**config.mk**
```make
export PLATFORM = sky130hd
export DESIGN_NAME = cfe_pipeline
export DESIGN_NICKNAME = d
export VERILOG_FILES = /design/src/common/cfe_pkg.sv /design/src/design/cfe_pipeline.sv
export VERILOG_INCLUDE_DIRS = /design/src /design/src/common
export SDC_FILE = /design/constraint.sdc
export NUM_CORES = 2
export LEC_CHECK = 0
export BUFFER_PORTS_ARGS = -buffer_cell sky130_fd_sc_hd__buf_2
export CORE_MARGIN = 5
export CORE_UTILIZATION = 60
export CTS_CLUSTER_DIAMETER = 80
export DETAILED_ROUTE_END_ITERATION = 8
export PLACE_DENSITY = 0.78
export REMOVE_ABC_BUFFERS = 1
export SYNTH_ARGS = -nofsm -noshare
export SYNTH_HDL_FRONTEND = slang
export SYNTH_SLANG_ARGS = --single-unit
```
**constraint.sdc**
```tcl
create_clock -name clock -period 9.2 [get_ports clock]
set_input_delay 1.38 -clock clock [delete_from_list [all_inputs] [get_ports clock]]
set_output_delay 1.38 -clock clock [all_outputs]
set_load 0.02 [all_outputs]
```
**src/common/cfe_map.svh**
```systemverilog
// constants for the fetch and execute pipeline
`ifndef CFE_MAP_SVH
`define CFE_MAP_SVH
// address the fetch unit reads the start address from
`define CFE_RESET_VEC_ADDR 32'h0000_0000
// base of the trap vector table, one quad per entry
`define CFE_TRAP_VEC_BASE 32'h0000_0040
// upper address half that selects the internal bus (bus 0)
`define CFE_INT_BUS_TAG 16'hffff
`define CFE_SP_IDX 4'hf
`define CFE_FP_IDX 4'he
`define CFE_STACK_STEP 32'h0000_0004
`define CFE_WORD_STEP 32'h0000_0002
`define CFE_LEA_NEXT_DISP 16'h0004
// opcode word fields
`define CFE_F_CLASS 15:12
`define CFE_F_RD 11:8
`define CFE_F_RS 7:4
`define CFE_F_SIZE 3:2
`define CFE_F_SGN 1
`define CFE_F_LONG 0
`define CFE_F_VEC 3:0
`endif

```
**src/common/cfe_pkg.sv**
```systemverilog
// types for the fetch and execute pipeline
`default_nettype none
package cfe_pkg;
  typedef enum logic [3:0] {
    CL_NOP = 4'h0, CL_ADD = 4'h1, CL_LDI = 4'h2, CL_LDM = 4'h3, CL_STM = 4'h4, CL_LEA = 4'h5,
    CL_JR = 4'h6, CL_PUSH = 4'h7, CL_POP = 4'h8, CL_TRAP = 4'h9, CL_LDF = 4'ha
  } cfe_class_t;
  typedef enum logic [1:0] {SZ_BYTE = 2'h0, SZ_WORD = 2'h1, SZ_QUAD = 2'h2} cfe_size_t;
  typedef enum logic [2:0] {FT_VEC = 3'h1, FT_OP = 3'h2, FT_EXT = 3'h4} cfe_fetch_state_t;
  typedef enum logic [2:0] {EX_RUN = 3'h1, EX_REQ = 3'h2, EX_WAIT = 3'h4} cfe_exec_state_t;
endpackage : cfe_pkg
`default_nettype wire

```
**src/design/cfe_pipeline.sv**
```systemverilog
// fetch unit, execution state machine, register file and bus arbiter
//
// What this block does
// - sixteen 32-bit registers, full-width operations
// - memory operands of 8, 16 or 32 bits
// - fetch opcode, decode length, fetch rest, hand over
// - one to three words, even start address
// - fetch unit reads the vectors
// - fetch next instruction while current executes
// - pc advances by fetched bytes; adder makes jumps
// - pc loaded from reset vector location
// - pc not an operand; lea 4(pc) gives next
// - execution machine forms addresses, sequences data accesses
// - narrow loads zero or sign extended
// - narrow stores keep only low bits
// - register fifteen is the stack pointer
// - register fourteen is the frame pointer
// - fetch time is (waits+1) times bytes over width
// - instruction byte count is 2, 4 or 6
// - bus width one or two bytes
// - per-bus wait states added to every access
// - immediates come with the fetch, no execute cycles
// - same bus conflict goes to execution unit
// - different buses serve fetch and data together
`timescale 1ns/10ps
`default_nettype none
`include "cfe_map.svh"

module cfe_pipeline (
  input wire logic clock,
  input wire logic srst,
  input wire logic [1:0][31:0] memRdata,
  input wire logic [1:0][3:0] memWaits,
  input wire logic [1:0] memWide,
  output logic [1:0] memReq,
  output logic [1:0] memWe,
  output logic [1:0][31:0] memAddr,
  output logic [1:0][1:0] memSize,
  output logic [1:0][31:0] memWdata,
  output logic [1:0] memLast,
  output logic retireValid,
  output logic [31:0] retireAddr
);

  // ----------------------------------------------------------------
  // helper functions
  // ----------------------------------------------------------------
  function automatic logic busOf(input logic [31:0] a);
    return (a[31:16] != `CFE_INT_BUS_TAG);
  endfunction : busOf

  // access length from waits, size and width
  function automatic logic [7:0] accessCycles(input logic [3:0] ws, input logic [1:0] sz, input logic wide);
    logic [2:0] beats;
    beats = 3'h1;
    // one or two bytes per beat
    if (wide) begin
      beats = (sz == cfe_pkg::SZ_QUAD) ? 3'h2 : 3'h1;
    end else begin
      beats = (sz == cfe_pkg::SZ_QUAD) ? 3'h4 : ((sz == cfe_pkg::SZ_WORD) ? 3'h2 : 3'h1);
    end
    return ({4'h0, ws} + 8'h01) * {5'h00, beats};
  endfunction : accessCycles

  // length in words from the opcode word
  function automatic logic [1:0] instrWords(input logic [15:0] op);
    logic [1:0] n;
    unique case (op[`CFE_F_CLASS])
      cfe_pkg::CL_LDI: n = op[`CFE_F_LONG] ? 2'h3 : 2'h2;
      cfe_pkg::CL_LDM, cfe_pkg::CL_STM, cfe_pkg::CL_LEA, cfe_pkg::CL_JR, cfe_pkg::CL_LDF: n = 2'h2;
      default: n = 2'h1;
    endcase
    return n;
  endfunction : instrWords

  function automatic logic [31:0] extend(input logic [31:0] d, input logic [1:0] sz, input logic sgn);
    logic [31:0] r;
    unique case (sz)
      cfe_pkg::SZ_BYTE: r = sgn ? {{24{d[7]}}, d[7:0]} : {24'h000000, d[7:0]};
      cfe_pkg::SZ_WORD: r = sgn ? {{16{d[15]}}, d[15:0]} : {16'h0000, d[15:0]};
      default: r = d;
    endcase
    return r;
  endfunction : extend

  // drop upper register bits on narrow stores
  function automatic logic [31:0] truncate(input logic [31:0] d, input logic [1:0] sz);
    logic [31:0] r;
    unique case (sz)
      cfe_pkg::SZ_BYTE: r = {24'h000000, d[7:0]};
      cfe_pkg::SZ_WORD: r = {16'h0000, d[15:0]};
      default: r = d;
    endcase
    return r;
  endfunction : truncate

  function automatic logic [31:0] pcAdd(input logic [31:0] base, input logic [15:0] disp);
    return base + {{16{disp[15]}}, disp};
  endfunction : pcAdd

  // ----------------------------------------------------------------
  // declarations
  // ----------------------------------------------------------------
  cfe_pkg::cfe_fetch_state_t fetchState;
  cfe_pkg::cfe_exec_state_t execState;
  cfe_pkg::cfe_class_t slotClass;
  logic [31:0] regs [16];
  logic [31:0] fetchPc, vecAddr, instrAddr, extData;
  logic [15:0] curOp, slotOp;
  logic [31:0] slotExt, slotAddr;
  logic [1:0] extCnt, owner;
  logic [7:0] cnt [2];
  logic fetchBusy, fetchDrop, fetchBusSel, slotValid;
  logic [31:0] exAddr, exWdata, exInstrAddr;
  logic [1:0] exSize;
  logic [3:0] exRd;
  logic exWrite, exSigned, exPop;
  logic fetchWant, fetchBus, execWant, execBus, fetchGo, execGo;
  logic [31:0] fetchAddr, fetchData, execData, target, trapVec;
  logic [1:0] fetchSize, grantExec, grantFetch, done;
  logic [7:0] startCycles [2];
  logic fetchDone, execDone, fillSlot, takeSlot, redirect, trapReq, flush, memClass;
  logic [3:0] rd, rs;
  logic wrEn, spEn;
  logic [3:0] wrIdx;
  logic [31:0] wrData, spData;

  // ----------------------------------------------------------------
  // bus arbiter and access engines
  // ----------------------------------------------------------------
  // request side of both units
  always_comb begin
    fetchAddr = (fetchState == cfe_pkg::FT_VEC) ? vecAddr : fetchPc;
    fetchBus = busOf(fetchAddr);
    fetchSize = (fetchState == cfe_pkg::FT_VEC) ? cfe_pkg::SZ_QUAD : cfe_pkg::SZ_WORD;
    // no new opcode while the slot is held
    fetchWant = !fetchBusy && ((fetchState == cfe_pkg::FT_OP) ? !slotValid : 1'b1);
    execWant = (execState == cfe_pkg::EX_REQ);
    execBus = busOf(exAddr);
  end

  // per-bus grant; an idle bus only
  always_comb begin
    grantExec = 2'b00;
    grantFetch = 2'b00;
    for (int b = 0; b < 2; b++) begin
      startCycles[b] = accessCycles(memWaits[b], execWant && execBus == b[0] ? exSize : fetchSize, memWide[b]);
      if (!memReq[b]) begin
        // execution unit wins a shared bus
        if (execWant && execBus == b[0]) begin
          grantExec[b] = 1'b1;
        // fetch may use the other bus
        end else if (fetchWant && fetchBus == b[0]) begin
          grantFetch[b] = 1'b1;
        end
      end
    end
    fetchGo = |grantFetch;
    execGo = |grantExec;
    done = memReq & memLast;
    fetchDone = |(done & ~owner);
    execDone = |(done & owner);
    fetchData = memRdata[fetchBusSel];
    execData = memRdata[execBus];
  end

  // access engines hold the request for the whole access
  always_ff @(posedge clock) begin
    if (srst) begin
      memReq <= 2'b00;
      memWe <= 2'b00;
      memLast <= 2'b00;
      owner <= 2'b00;
      memAddr <= '0;
      memSize <= '0;
      memWdata <= '0;
      cnt[0] <= 8'h00;
      cnt[1] <= 8'h00;
    end else begin
      for (int b = 0; b < 2; b++) begin
        if (grantExec[b] || grantFetch[b]) begin
          memReq[b] <= 1'b1;
          owner[b] <= grantExec[b];
          memAddr[b] <= grantExec[b] ? exAddr : fetchAddr;
          memWe[b] <= grantExec[b] && exWrite;
          memSize[b] <= grantExec[b] ? exSize : fetchSize;
          memWdata[b] <= grantExec[b] ? exWdata : 32'h0000_0000;
          cnt[b] <= startCycles[b] - 8'h01;
          memLast[b] <= (startCycles[b] == 8'h01);
        end else if (memReq[b]) begin
          if (memLast[b]) begin
            memReq[b] <= 1'b0;
            memWe[b] <= 1'b0;
            memLast[b] <= 1'b0;
          end else begin
            cnt[b] <= cnt[b] - 8'h01;
            memLast[b] <= (cnt[b] == 8'h01);
          end
        end
      end
    end
  end

  // ----------------------------------------------------------------
  // fetch unit
  // ----------------------------------------------------------------
  // slot fill on the last word of an instruction
  always_comb begin
    fillSlot = fetchDone && !fetchDrop && !flush &&
      (((fetchState == cfe_pkg::FT_OP) && instrWords(fetchData[15:0]) == 2'h1) ||
       ((fetchState == cfe_pkg::FT_EXT) && extCnt == 2'h1));
  end

  always_ff @(posedge clock) begin
    if (srst) begin
      // first read is the reset vector
      fetchState <= cfe_pkg::FT_VEC;
      vecAddr <= `CFE_RESET_VEC_ADDR;
      fetchPc <= 32'h0000_0000;
      fetchBusy <= 1'b0;
      fetchBusSel <= 1'b0;
      fetchDrop <= 1'b0;
      curOp <= 16'h0000;
      instrAddr <= 32'h0000_0000;
      extData <= 32'h0000_0000;
      extCnt <= 2'h0;
    end else begin
      if (fetchGo) begin
        fetchBusy <= 1'b1;
        fetchBusSel <= fetchBus;
      end else if (fetchDone) begin
        fetchBusy <= 1'b0;
      end
      if (flush) begin
        // an access already started is finished and thrown away
        fetchDrop <= (fetchBusy && !fetchDone) || fetchGo;
        // trap vector read by the fetch unit
        fetchState <= trapReq ? cfe_pkg::FT_VEC : cfe_pkg::FT_OP;
        vecAddr <= trapVec;
        if (redirect) begin
          fetchPc <= {target[31:1], 1'b0};
        end
      end else if (fetchDone && fetchDrop) begin
        fetchDrop <= 1'b0;
      end else if (fetchDone) begin
        unique case (fetchState)
          cfe_pkg::FT_VEC: begin
            fetchPc <= {fetchData[31:1], 1'b0};
            fetchState <= cfe_pkg::FT_OP;
          end
          cfe_pkg::FT_OP: begin
            curOp <= fetchData[15:0];
            instrAddr <= fetchPc;
            // pc steps by the bytes read
            fetchPc <= fetchPc + `CFE_WORD_STEP;
            extCnt <= instrWords(fetchData[15:0]) - 2'h1;
            extData <= 32'h0000_0000;
            fetchState <= (instrWords(fetchData[15:0]) == 2'h1) ? cfe_pkg::FT_OP : cfe_pkg::FT_EXT;
          end
          cfe_pkg::FT_EXT: begin
            extData <= {extData[15:0], fetchData[15:0]};
            fetchPc <= fetchPc + `CFE_WORD_STEP;
            extCnt <= extCnt - 2'h1;
            if (extCnt == 2'h1) begin
              fetchState <= cfe_pkg::FT_OP;
            end
          end
        endcase
      end
    end
  end

  // holding slot between fetch and execution
  always_ff @(posedge clock) begin
    if (srst) begin
      slotValid <= 1'b0;
      slotOp <= 16'h0000;
      slotExt <= 32'h0000_0000;
      slotAddr <= 32'h0000_0000;
    end else if (flush) begin
      slotValid <= 1'b0;
    end else if (fillSlot) begin
      slotValid <= 1'b1;
      slotOp <= (fetchState == cfe_pkg::FT_OP) ? fetchData[15:0] : curOp;
      slotExt <= {extData[15:0], fetchData[15:0]};
      slotAddr <= (fetchState == cfe_pkg::FT_OP) ? fetchPc : instrAddr;
    end else if (takeSlot) begin
      slotValid <= 1'b0;
    end
  end

  // ----------------------------------------------------------------
  // execution state machine
  // ----------------------------------------------------------------
  // decode of the held instruction
  always_comb begin
    slotClass = cfe_pkg::cfe_class_t'(slotOp[`CFE_F_CLASS]);
    rd = slotOp[`CFE_F_RD];
    rs = slotOp[`CFE_F_RS];
    // slot freed at start, so fetch overlaps execution
    takeSlot = (execState == cfe_pkg::EX_RUN) && slotValid;
    redirect = takeSlot && slotClass == cfe_pkg::CL_JR;
    trapReq = takeSlot && slotClass == cfe_pkg::CL_TRAP;
    flush = redirect || trapReq;
    // relative target from the pc adder
    target = pcAdd(slotAddr, slotExt[15:0]);
    trapVec = `CFE_TRAP_VEC_BASE + {26'h0000000, slotOp[`CFE_F_VEC], 2'b00};
    memClass = slotClass inside {cfe_pkg::CL_LDM, cfe_pkg::CL_LDF, cfe_pkg::CL_STM, cfe_pkg::CL_PUSH,
      cfe_pkg::CL_POP};
  end

  // address generation and data access sequencing
  always_ff @(posedge clock) begin
    if (srst) begin
      execState <= cfe_pkg::EX_RUN;
      exAddr <= 32'h0000_0000;
      exWdata <= 32'h0000_0000;
      exInstrAddr <= 32'h0000_0000;
      exSize <= cfe_pkg::SZ_QUAD;
      exRd <= 4'h0;
      exWrite <= 1'b0;
      exSigned <= 1'b0;
      exPop <= 1'b0;
    end else begin
      unique case (execState)
        cfe_pkg::EX_RUN: begin
          if (takeSlot && memClass) begin
            execState <= cfe_pkg::EX_REQ;
            exInstrAddr <= slotAddr;
            exRd <= rd;
            exPop <= (slotClass == cfe_pkg::CL_POP);
            exWrite <= slotClass inside {cfe_pkg::CL_STM, cfe_pkg::CL_PUSH};
            exSize <= slotOp[`CFE_F_SIZE];
            exSigned <= slotOp[`CFE_F_SGN];
            exWdata <= truncate(regs[rd], slotOp[`CFE_F_SIZE]);
            exAddr <= pcAdd(regs[rs], slotExt[15:0]);
            if (slotClass == cfe_pkg::CL_LDF) begin
              exAddr <= pcAdd(regs[`CFE_FP_IDX], slotExt[15:0]);
            end
            // stack pointer addresses push and pop
            if (slotClass == cfe_pkg::CL_PUSH) begin
              exAddr <= regs[`CFE_SP_IDX] - `CFE_STACK_STEP;
              exWdata <= regs[rs];
              exSize <= cfe_pkg::SZ_QUAD;
            end else if (slotClass == cfe_pkg::CL_POP) begin
              exAddr <= regs[`CFE_SP_IDX];
              exSize <= cfe_pkg::SZ_QUAD;
            end
          end
        end
        cfe_pkg::EX_REQ: begin
          if (execGo) begin
            execState <= cfe_pkg::EX_WAIT;
          end
        end
        cfe_pkg::EX_WAIT: begin
          if (execDone) begin
            execState <= cfe_pkg::EX_RUN;
          end
        end
      endcase
    end
  end

  // register write selection
  always_comb begin
    wrEn = 1'b0;
    wrIdx = rd;
    wrData = 32'h0000_0000;
    spEn = 1'b0;
    spData = regs[`CFE_SP_IDX] - `CFE_STACK_STEP;
    if (takeSlot) begin
      unique case (slotClass)
        cfe_pkg::CL_ADD: begin
          wrEn = 1'b1;
          wrData = regs[rd] + regs[rs];
        end
        cfe_pkg::CL_LDI: begin
          wrEn = 1'b1;
          wrData = slotOp[`CFE_F_LONG] ? slotExt : {{16{slotExt[15]}}, slotExt[15:0]};
        end
        // pc reachable only through this form
        cfe_pkg::CL_LEA: begin
          wrEn = 1'b1;
          wrData = pcAdd(slotAddr, slotExt[15:0]);
        end
        cfe_pkg::CL_PUSH: spEn = 1'b1;
        default: wrEn = 1'b0;
      endcase
    end else if (execDone && !exWrite) begin
      wrEn = 1'b1;
      wrIdx = exRd;
      wrData = extend(execData, exSize, exSigned);
      spEn = exPop;
      spData = regs[`CFE_SP_IDX] + `CFE_STACK_STEP;
    end
  end

  // register file; a popped stack pointer takes the loaded value
  always_ff @(posedge clock) begin
    if (srst) begin
      for (int i = 0; i < 16; i++) begin
        regs[i] <= 32'h0000_0000;
      end
    end else begin
      if (spEn) begin
        regs[`CFE_SP_IDX] <= spData;
      end
      if (wrEn) begin
        regs[wrIdx] <= wrData;
      end
    end
  end

  // retirement report
  always_ff @(posedge clock) begin
    if (srst) begin
      retireValid <= 1'b0;
      retireAddr <= 32'h0000_0000;
    end else begin
      retireValid <= (takeSlot && !memClass) || execDone;
      retireAddr <= execDone ? exInstrAddr : slotAddr;
    end
  end

  // ----------------------------------------------------------------
  // checks
  // ----------------------------------------------------------------
  logic [7:0] busCount0, busExpect0;

  // cycles spent in the current bus 0 access
  always_ff @(posedge clock) begin
    if (srst) begin
      busCount0 <= 8'h00;
      busExpect0 <= 8'h00;
    end else if (grantExec[0] || grantFetch[0]) begin
      busCount0 <= 8'h01;
      busExpect0 <= accessCycles(memWaits[0], grantExec[0] ? exSize : fetchSize, memWide[0]);
    end else if (memReq[0]) begin
      busCount0 <= busCount0 + 8'h01;
    end
  end

  chk_access_length: assert property (@(posedge clock) disable iff (srst)
    (memReq[0] && memLast[0]) |-> (busCount0 == busExpect0))
    else $error("bus 0 access length differs from wait-state formula");

  chk_exec_priority: assert property (@(posedge clock) disable iff (srst)
    (execWant && fetchWant && execBus == fetchBus && !memReq[execBus]) |=> (!fetchBusy && execState == cfe_pkg::EX_WAIT))
    else $error("fetch granted over execution unit");

  chk_dual_bus: assert property (@(posedge clock) disable iff (srst)
    (execWant && fetchWant && execBus != fetchBus && memReq == 2'b00) |=> (memReq == 2'b11 && fetchBusy))
    else $error("fetch and data not served together on separate buses");

  chk_pc_advance: assert property (@(posedge clock) disable iff (srst)
    (fetchDone && !fetchDrop && !flush && fetchState != cfe_pkg::FT_VEC) |=> (fetchPc == $past(fetchPc) + 32'h0000_0002))
    else $error("fetch pc did not advance by two");

  chk_slot_hold: assert property (@(posedge clock) disable iff (srst)
    (slotValid && !takeSlot && !flush) |=> (slotValid && $stable(slotOp) && $stable(slotAddr)))
    else $error("held instruction lost or changed");

  chk_store_trunc: assert property (@(posedge clock) disable iff (srst)
    (memReq[1] && memWe[1] && memSize[1] == cfe_pkg::SZ_BYTE) |-> (memWdata[1][31:8] == 24'h000000))
    else $error("byte store carries upper bits");

  chk_even_fetch: assert property (@(posedge clock) disable iff (srst)
    (fetchGo && fetchState != cfe_pkg::FT_VEC) |-> !fetchPc[0])
    else $error("instruction fetch from odd address");

  chk_reset_vec: assert property (@(posedge clock) disable iff (srst)
    $fell(srst) |-> (fetchState == cfe_pkg::FT_VEC && vecAddr == `CFE_RESET_VEC_ADDR && !slotValid))
    else $error("pc not sourced from reset vector");

  chk_lea_next: assert property (@(posedge clock) disable iff (srst)
    (takeSlot && slotClass == cfe_pkg::CL_LEA && slotExt[15:0] == `CFE_LEA_NEXT_DISP) |=>
    (regs[$past(rd)] == $past(slotAddr) + 32'h0000_0004))
    else $error("lea 4(pc) did not give next instruction address");

  chk_sign_extend: assert property (@(posedge clock) disable iff (srst)
    (execDone && !exWrite && exSigned && exSize == cfe_pkg::SZ_BYTE) |-> (wrData[31:8] == {24{wrData[7]}}))
    else $error("signed byte load not sign extended");

endmodule : cfe_pipeline
`default_nettype wire

```
Yosys cells after proc, flatten, opt, wreduce, memory -nomap -nowiden:

Memory sizes are Yosys's and may differ from the RTL's. A register that Yosys moved wholly into a read port is not among the register bits.
Index checks and enable logic that the tools add are counted.

* logic and storage cells: 325
* bits of input ports: 76
* memory bits (writable): 528
* bits in read-only memories: 0
* output and inout port bits: 171
* memories: 2
* bits in latches: 0
* register bits: 498

* shifts and indexed selects: 0
* $lt $le $gt $ge: 2
* multipliers: 2
* $add $sub $neg: 16
* mux-type cells: 141
* reductions and logical operators: 64
* equal/unequal tests: 44
* bitwise gates (word level): 16
* divide/modulo/power cells: 0

Memories
* regs: depth 16, bits a word 32, rd ports 4, clocked after Yosys merged registers in 2, wr ports 16, RTL line cfe_pipeline.sv:107 `logic [31:0] regs [16];`
* cnt: depth 2, bits a word 8, rd ports 2, clocked after Yosys merged registers in 0, wr ports 2, RTL line cfe_pipeline.sv:112 `logic [7:0] cnt [2];`

Operator list (number)
* $mux W32: 28
* $pmux W32 S2: 3
* $add A32 B32 Y32: 4
* $pmux W32 S3: 1
* $mux W1: 63
* $mux W3: 12
* $mux W2: 17
* $add A32 B2 Y32 const B: 1
* $add A32 B3 Y32 const B: 1
* $eq A8 B1 Y1 const B: 4
* $mux W8: 4
* $ne A16 B16 Y1 const B: 2
* $pmux W16 S2: 1
* $reduce_or A32 Y1: 1
* $sub A32 B3 Y32 const B: 1
* $sub A8 B1 Y8 const B: 4
* $eq A4 B3 Y1 const B: 7
* $mux W4: 7
* $logic_and A1 B1 Y1: 20
* $reduce_bool A2 Y1: 10
* $pmux W3 S3: 2
* $eq A4 B2 Y1 const B: 4
* $eq A4 B4 Y1 const B: 4
* $mux W16: 1
* other kinds (32): 83

Depth between registers and ports, before layout:

* word-level depth: 16
* mapped depth: 23
* depth with buffers taken out: 22

Worst setup path after synthesis:

OpenSTA, ideal clock, no wires.

* path kind: flip-flop to flip-flop
* from: register with a tool-made name
* to: memory regs[0][20], data pin
* library setup time: 0.265 ns
* data required time: 8.935 ns
* path buffers: 4
* slack: 4.103 ns
* clock period less this slack: 5.097 ns
* stages on the path, launching flop included: 18
* arrival time: 4.832 ns
* cell sequence: dfxtp_1 -> buf_2 -> buf_1 -> buf_2 -> mux4_2 -> mux4_2 -> ha_1 -> fa_1 -> a211oi_1 -> o21ai_0 -> a31oi_1 -> o2111ai_1 -> nand2_1 -> xor2_1 -> o221ai_1 -> a21oi_1 -> buf_2 -> nor2_1

RTL lines (RTL line)
* end, declared: cfe_pipeline.sv:107

==> out/results.env <==
STATUS='complete, no violations'
DR.PASS1.ITERS=6
GRT_USAGE_PCT=38.0
FINALCRITICALPERIOD_NS=6.72
SYNTH_SEQUENTIAL_AREA_RATIO_PCT=45.4
CAP_VIOL_MAX_COUNT=0
HOLD_CRIT_CLASS='flip-flop to flip-flop'
POST_CTS_RESIZE_COUNT=0
FIN_NETS=5791
COREAREA_SQ_UM=92900
CRITPATHCAPTURETYPE='flip-flop'
FINAL.PERIOD_UTILIZATION_PCT=73.1
NUM_IO_PINS=247
POST-CTS-SETUP-BUFFERS=0
SYNTH_TOP_AREA_CELL='sky130_fd_sc_hd__edfxtp_1'
SYNTH_ENABLE_FLOP_CELLS=528
CRITICAL_PATH_PEAK_FANOUT=67
GRT_START_MAX_NET_PINS=95
CTS_TREE='done'
FILLERINSTANCES=7107
GLOBALROUTEOVERFLOWTOTAL=0
FIRST_PASS_GRT_WIRE_LENGTH_MM=287
ROUTED-VIA-COUNT=48300
CTSROOTBUFFERMASTER='sky130_fd_sc_hd__clkbuf_16'
MAXSLEWHEADROOM_PCT=10.7
CRITICAL_PATH_CLASS='flip-flop to flip-flop'
RSZ0062_AT_GRT='no'
YOSYS_WARNINGS=0
INSERTION_DELAY_NS=0.71
NUM_ROWS=112
POSTROUTEWIRELENGTH_MM=196
PLACE.GP.CONGESTION=0.996
SYNTH_TOP_AREA_SHARE_PCT=28.3
FMAX_MHz=149
YOSYS.CELL_TYPES.COUNT=100
REQUIRED_NS=9.60
ROUTED_WIRE_LENGTH_PER_INSTANCE_MICRONS=28.3
CLOCK_TREE.HTREE_LEVEL_COUNT=3
CTSLONGESTPATHBUFFERS=3
FIRST_GLOBAL_VIAS=46100
SYNTHESIS.AREA_SQ_UM=56000
FINALNONFILLERCELLS=6917
TIMING.CRITICAL_PATH.FROM_TYPE='flip-flop'
CELL_INTERNAL_PWR_mW=7.63
DIE-AREA_SQ_UM=99500
FINCLKSKEW_NS=0.0328
SYNTH.MOST_COMMON_CELL='sky130_fd_sc_hd__nor2_1'
SW_SHARE_PCT=24.6
VIA_PER_INST=6.98
CTS.SINK_COUNT=1006
RATIO_OF_CELLS_WITH_DRIVE_ABOVE_1_IN_THE_FINAL_LAYOUT_PCT=17.1
TOTAL_POWER_PER_UNIT_CELL_AREA_nW_PER_UM2=165
FLOORPLAN.INITIALDENSITY_PCT=60.2
POST_SYNTH_INST_COUNT=5602
ANTENNA_FOUND_INITIAL=3
POSTROUTEANTENNANETS=0
PWR-SHARE-SEQ_PCT=48.8
POST-LAYOUT-TOTAL-POWER_mW=10.1
FINAL.HOLD.WORST_SLACK_NS=0.447
POSTSYNTHAREAPERCELL_SQ_UM=9.99
FP.DIEH_MICRONS=315
CRITPATHARRIVALTIME_NS=7.12
SWITCHING_POWER_mW=2.49
WORST_SETUP_HOLD_PATH_CLK_SLEW_NS=0.06
SYNTH.TOP_CELLS.BY_COUNT='779 x sky130_fd_sc_hd__nor2_1, 772 x sky130_fd_sc_hd__nand2_1, 528 x sky130_fd_sc_hd__edfxtp_1'
SYNTH_ASYNC_SR_FLOP_SHARE_PCT=0
SYNTHFLOPTYPE='sky130_fd_sc_hd__edfxtp_1'
LEAKAGE_nW=20.9
GRT_UTIL_MET1_PCT=48.5
CELL_TYPES_WITH_THE_LARGEST_AREA_SHARE_AFTER_SYNTHESIS='sky130_fd_sc_hd__edfxtp_1 28%, sky130_fd_sc_hd__dfxtp_1 17%, sky130_fd_sc_hd__mux4_2 13%'
USE_MET2_PCT=59.4
PLACE.DETAILED.HPWL_MM=131
COMBINATIONALPOWERSHARE_PCT=7.7
VDD_IR_DROP_MAX_mV=0.157
FINALSETUPVIOLCOUNT=0
PLACE_INST=6727
NUMCTSBUFFERS=102
POWER_FRAC_CLOCK_PCT=43.5
DR.FIRST_ITER.DRC_COUNT=7452
GRT_BUSIEST_LAYER='met2'
MAX_SLEW.WORST_PIN.SLEW_NS=1.33
LAYOUT_OVERHEAD_ON_THE_SYNTHESIZED_AREA_PCT=9.60
HOLD_VIOL_FINAL=0
DIE_W_MICRONS=315
GRT_UTIL_MET3_PCT=10.3
REPORT.FINAL.SLEW_VIOL_COUNT=0
SYNTH.FF_LATCH_COUNT=1006
CTS_HOLD_BUF=0
POST-ROUTE-DRC-COUNT=0
PORT_BUFFERS=246
worst paths after layout:
| kind | startpoint | endpoint | slack, ns | cells after the start |
|---|---|---|---|---|
| setup / recovery | flip-flop | regs[10][27] | 2.48 | 13 |
| hold / removal | memAddr[11] | memAddr[11] | 0.45 | 2 |
| setup reg to reg | flip-flop | regs[10][27] | 2.48 | 13 |
| hold reg to reg | memAddr[11] | memAddr[11] | 0.45 | 2 |
kinds of logic after synthesis:
family / share of synthesized area, %
xor+xnor: 2.58
mux: 15.1
compound gates: 13.8
fa+ha+maj: 3.21
flops: 45.4
buf+inv: 3.90
simple gates: 16.0
metal layers:
| metal | share of wire [%] | vias up |
|---|---|---|
| li1 | - | 20600 |
| met1 | 34 | 23000 |
| met2 | 45 | 3855 |
| met3 | 14 | 858 |
| met4 | 6.7 | 4 |
| met5 | 0.013 | - |
worst max-delay path, cell delays in order, from the launching register on:
cell	delay, ns
sky130_fd_sc_hd__dfxtp_4	1.00
sky130_fd_sc_hd__buf_4	0.88
sky130_fd_sc_hd__mux4_2	0.43
sky130_fd_sc_hd__mux4_2	0.50
sky130_fd_sc_hd__ha_1	0.50
sky130_fd_sc_hd__nand4_1	0.21
sky130_fd_sc_hd__o21bai_1	0.28
sky130_fd_sc_hd__nor3_1	0.14
sky130_fd_sc_hd__a2111oi_2	0.68
sky130_fd_sc_hd__nor2_1	0.18
sky130_fd_sc_hd__o211a_1	0.28
sky130_fd_sc_hd__mux2i_1	0.15
sky130_fd_sc_hd__o31ai_2	0.85
sky130_fd_sc_hd__a21oi_1	0.19
per-stage QoR:
| step | setup slack [ns] | util (%) | cell area [sq um] | TNS (ns) |
|---|---|---|---|---|
| after floorplan | -0.291 | - | 54000 | -13.13 |
| after global placement | 2.81 | 62.2 | 57800 | 0 |
| after detailed placement | 2.64 | 62.2 | 57800 | 0 |
| after CTS | 2.56 | 66.0 | 61300 | 0 |
| after global routing | 2.14 | 66.0 | 61300 | 0 |
| final | 2.48 | 66.0 | 61300 | 0 |
registers in the layout, summed over array words and instances (netlist names), 3 cells and up, named ones only:
| name | cells |
|---|---|
| regs | 512 |
| memAddr | 64 |
| memWdata | 64 |
| exAddr | 32 |
| exInstrAddr | 32 |
| exWdata | 32 |
| instrAddr | 32 |
| retireAddr | 32 |
| slotAddr | 32 |
| slotExt | 32 |
| fetchPc | 31 |
| cnt | 16 |
| curOp | 16 |
| extData | 16 |
| slotOp | 16 |
| vecAddr | 5 |
| exRd | 4 |
| memSize | 4 |
| execState | 3 |
| fetchState | 3 |
area by class of cell:
| cell class | instances | area, sq um | area share, % |
|---|---|---|---|
| multi-input combinational | 4042 | 28500 | 46.4 |
| sequential | 1006 | 25400 | 41.5 |
| clock buffer | 126 | 2840 | 4.63 |
| timing repair buffer | 359 | 2100 | 3.43 |
| tap | 1254 | 1570 | 2.56 |
| clock inverter | 61 | 674 | 1.10 |
| inverter | 67 | 251 | 0.410 |
| antenna | 2 | 5.00 | 0.00816 |
power by group through the flow:
stage	logic [mW]	registers, mW	clock network (mW)
finish	0.777	4.94	4.41
floorplan	0.475	4.99	0
global placement	0.737	5.01	0
global route	0.821	4.95	4.61
CTS	0.758	4.93	4.41
detailed placement	0.751	5.03	0
cells in the final DEF, fill, tap and decap left out, types with 126 or more instances in the layout:
| cell type | n |
|---|---|
| sky130_fd_sc_hd__dfxtp_1 | 470 |
| sky130_fd_sc_hd__nand2_1 | 771 |
| sky130_fd_sc_hd__ha_1 | 126 |
| sky130_fd_sc_hd__a21oi_1 | 496 |
| sky130_fd_sc_hd__nand3_1 | 173 |
| sky130_fd_sc_hd__mux4_2 | 320 |
| sky130_fd_sc_hd__edfxtp_1 | 528 |
| sky130_fd_sc_hd__o21ai_0 | 136 |
| sky130_fd_sc_hd__buf_2 | 245 |
| sky130_fd_sc_hd__nor2_1 | 771 |
| sky130_fd_sc_hd__nor3_1 | 135 |
Note: power is estimated with default switching activity, not from simulation.
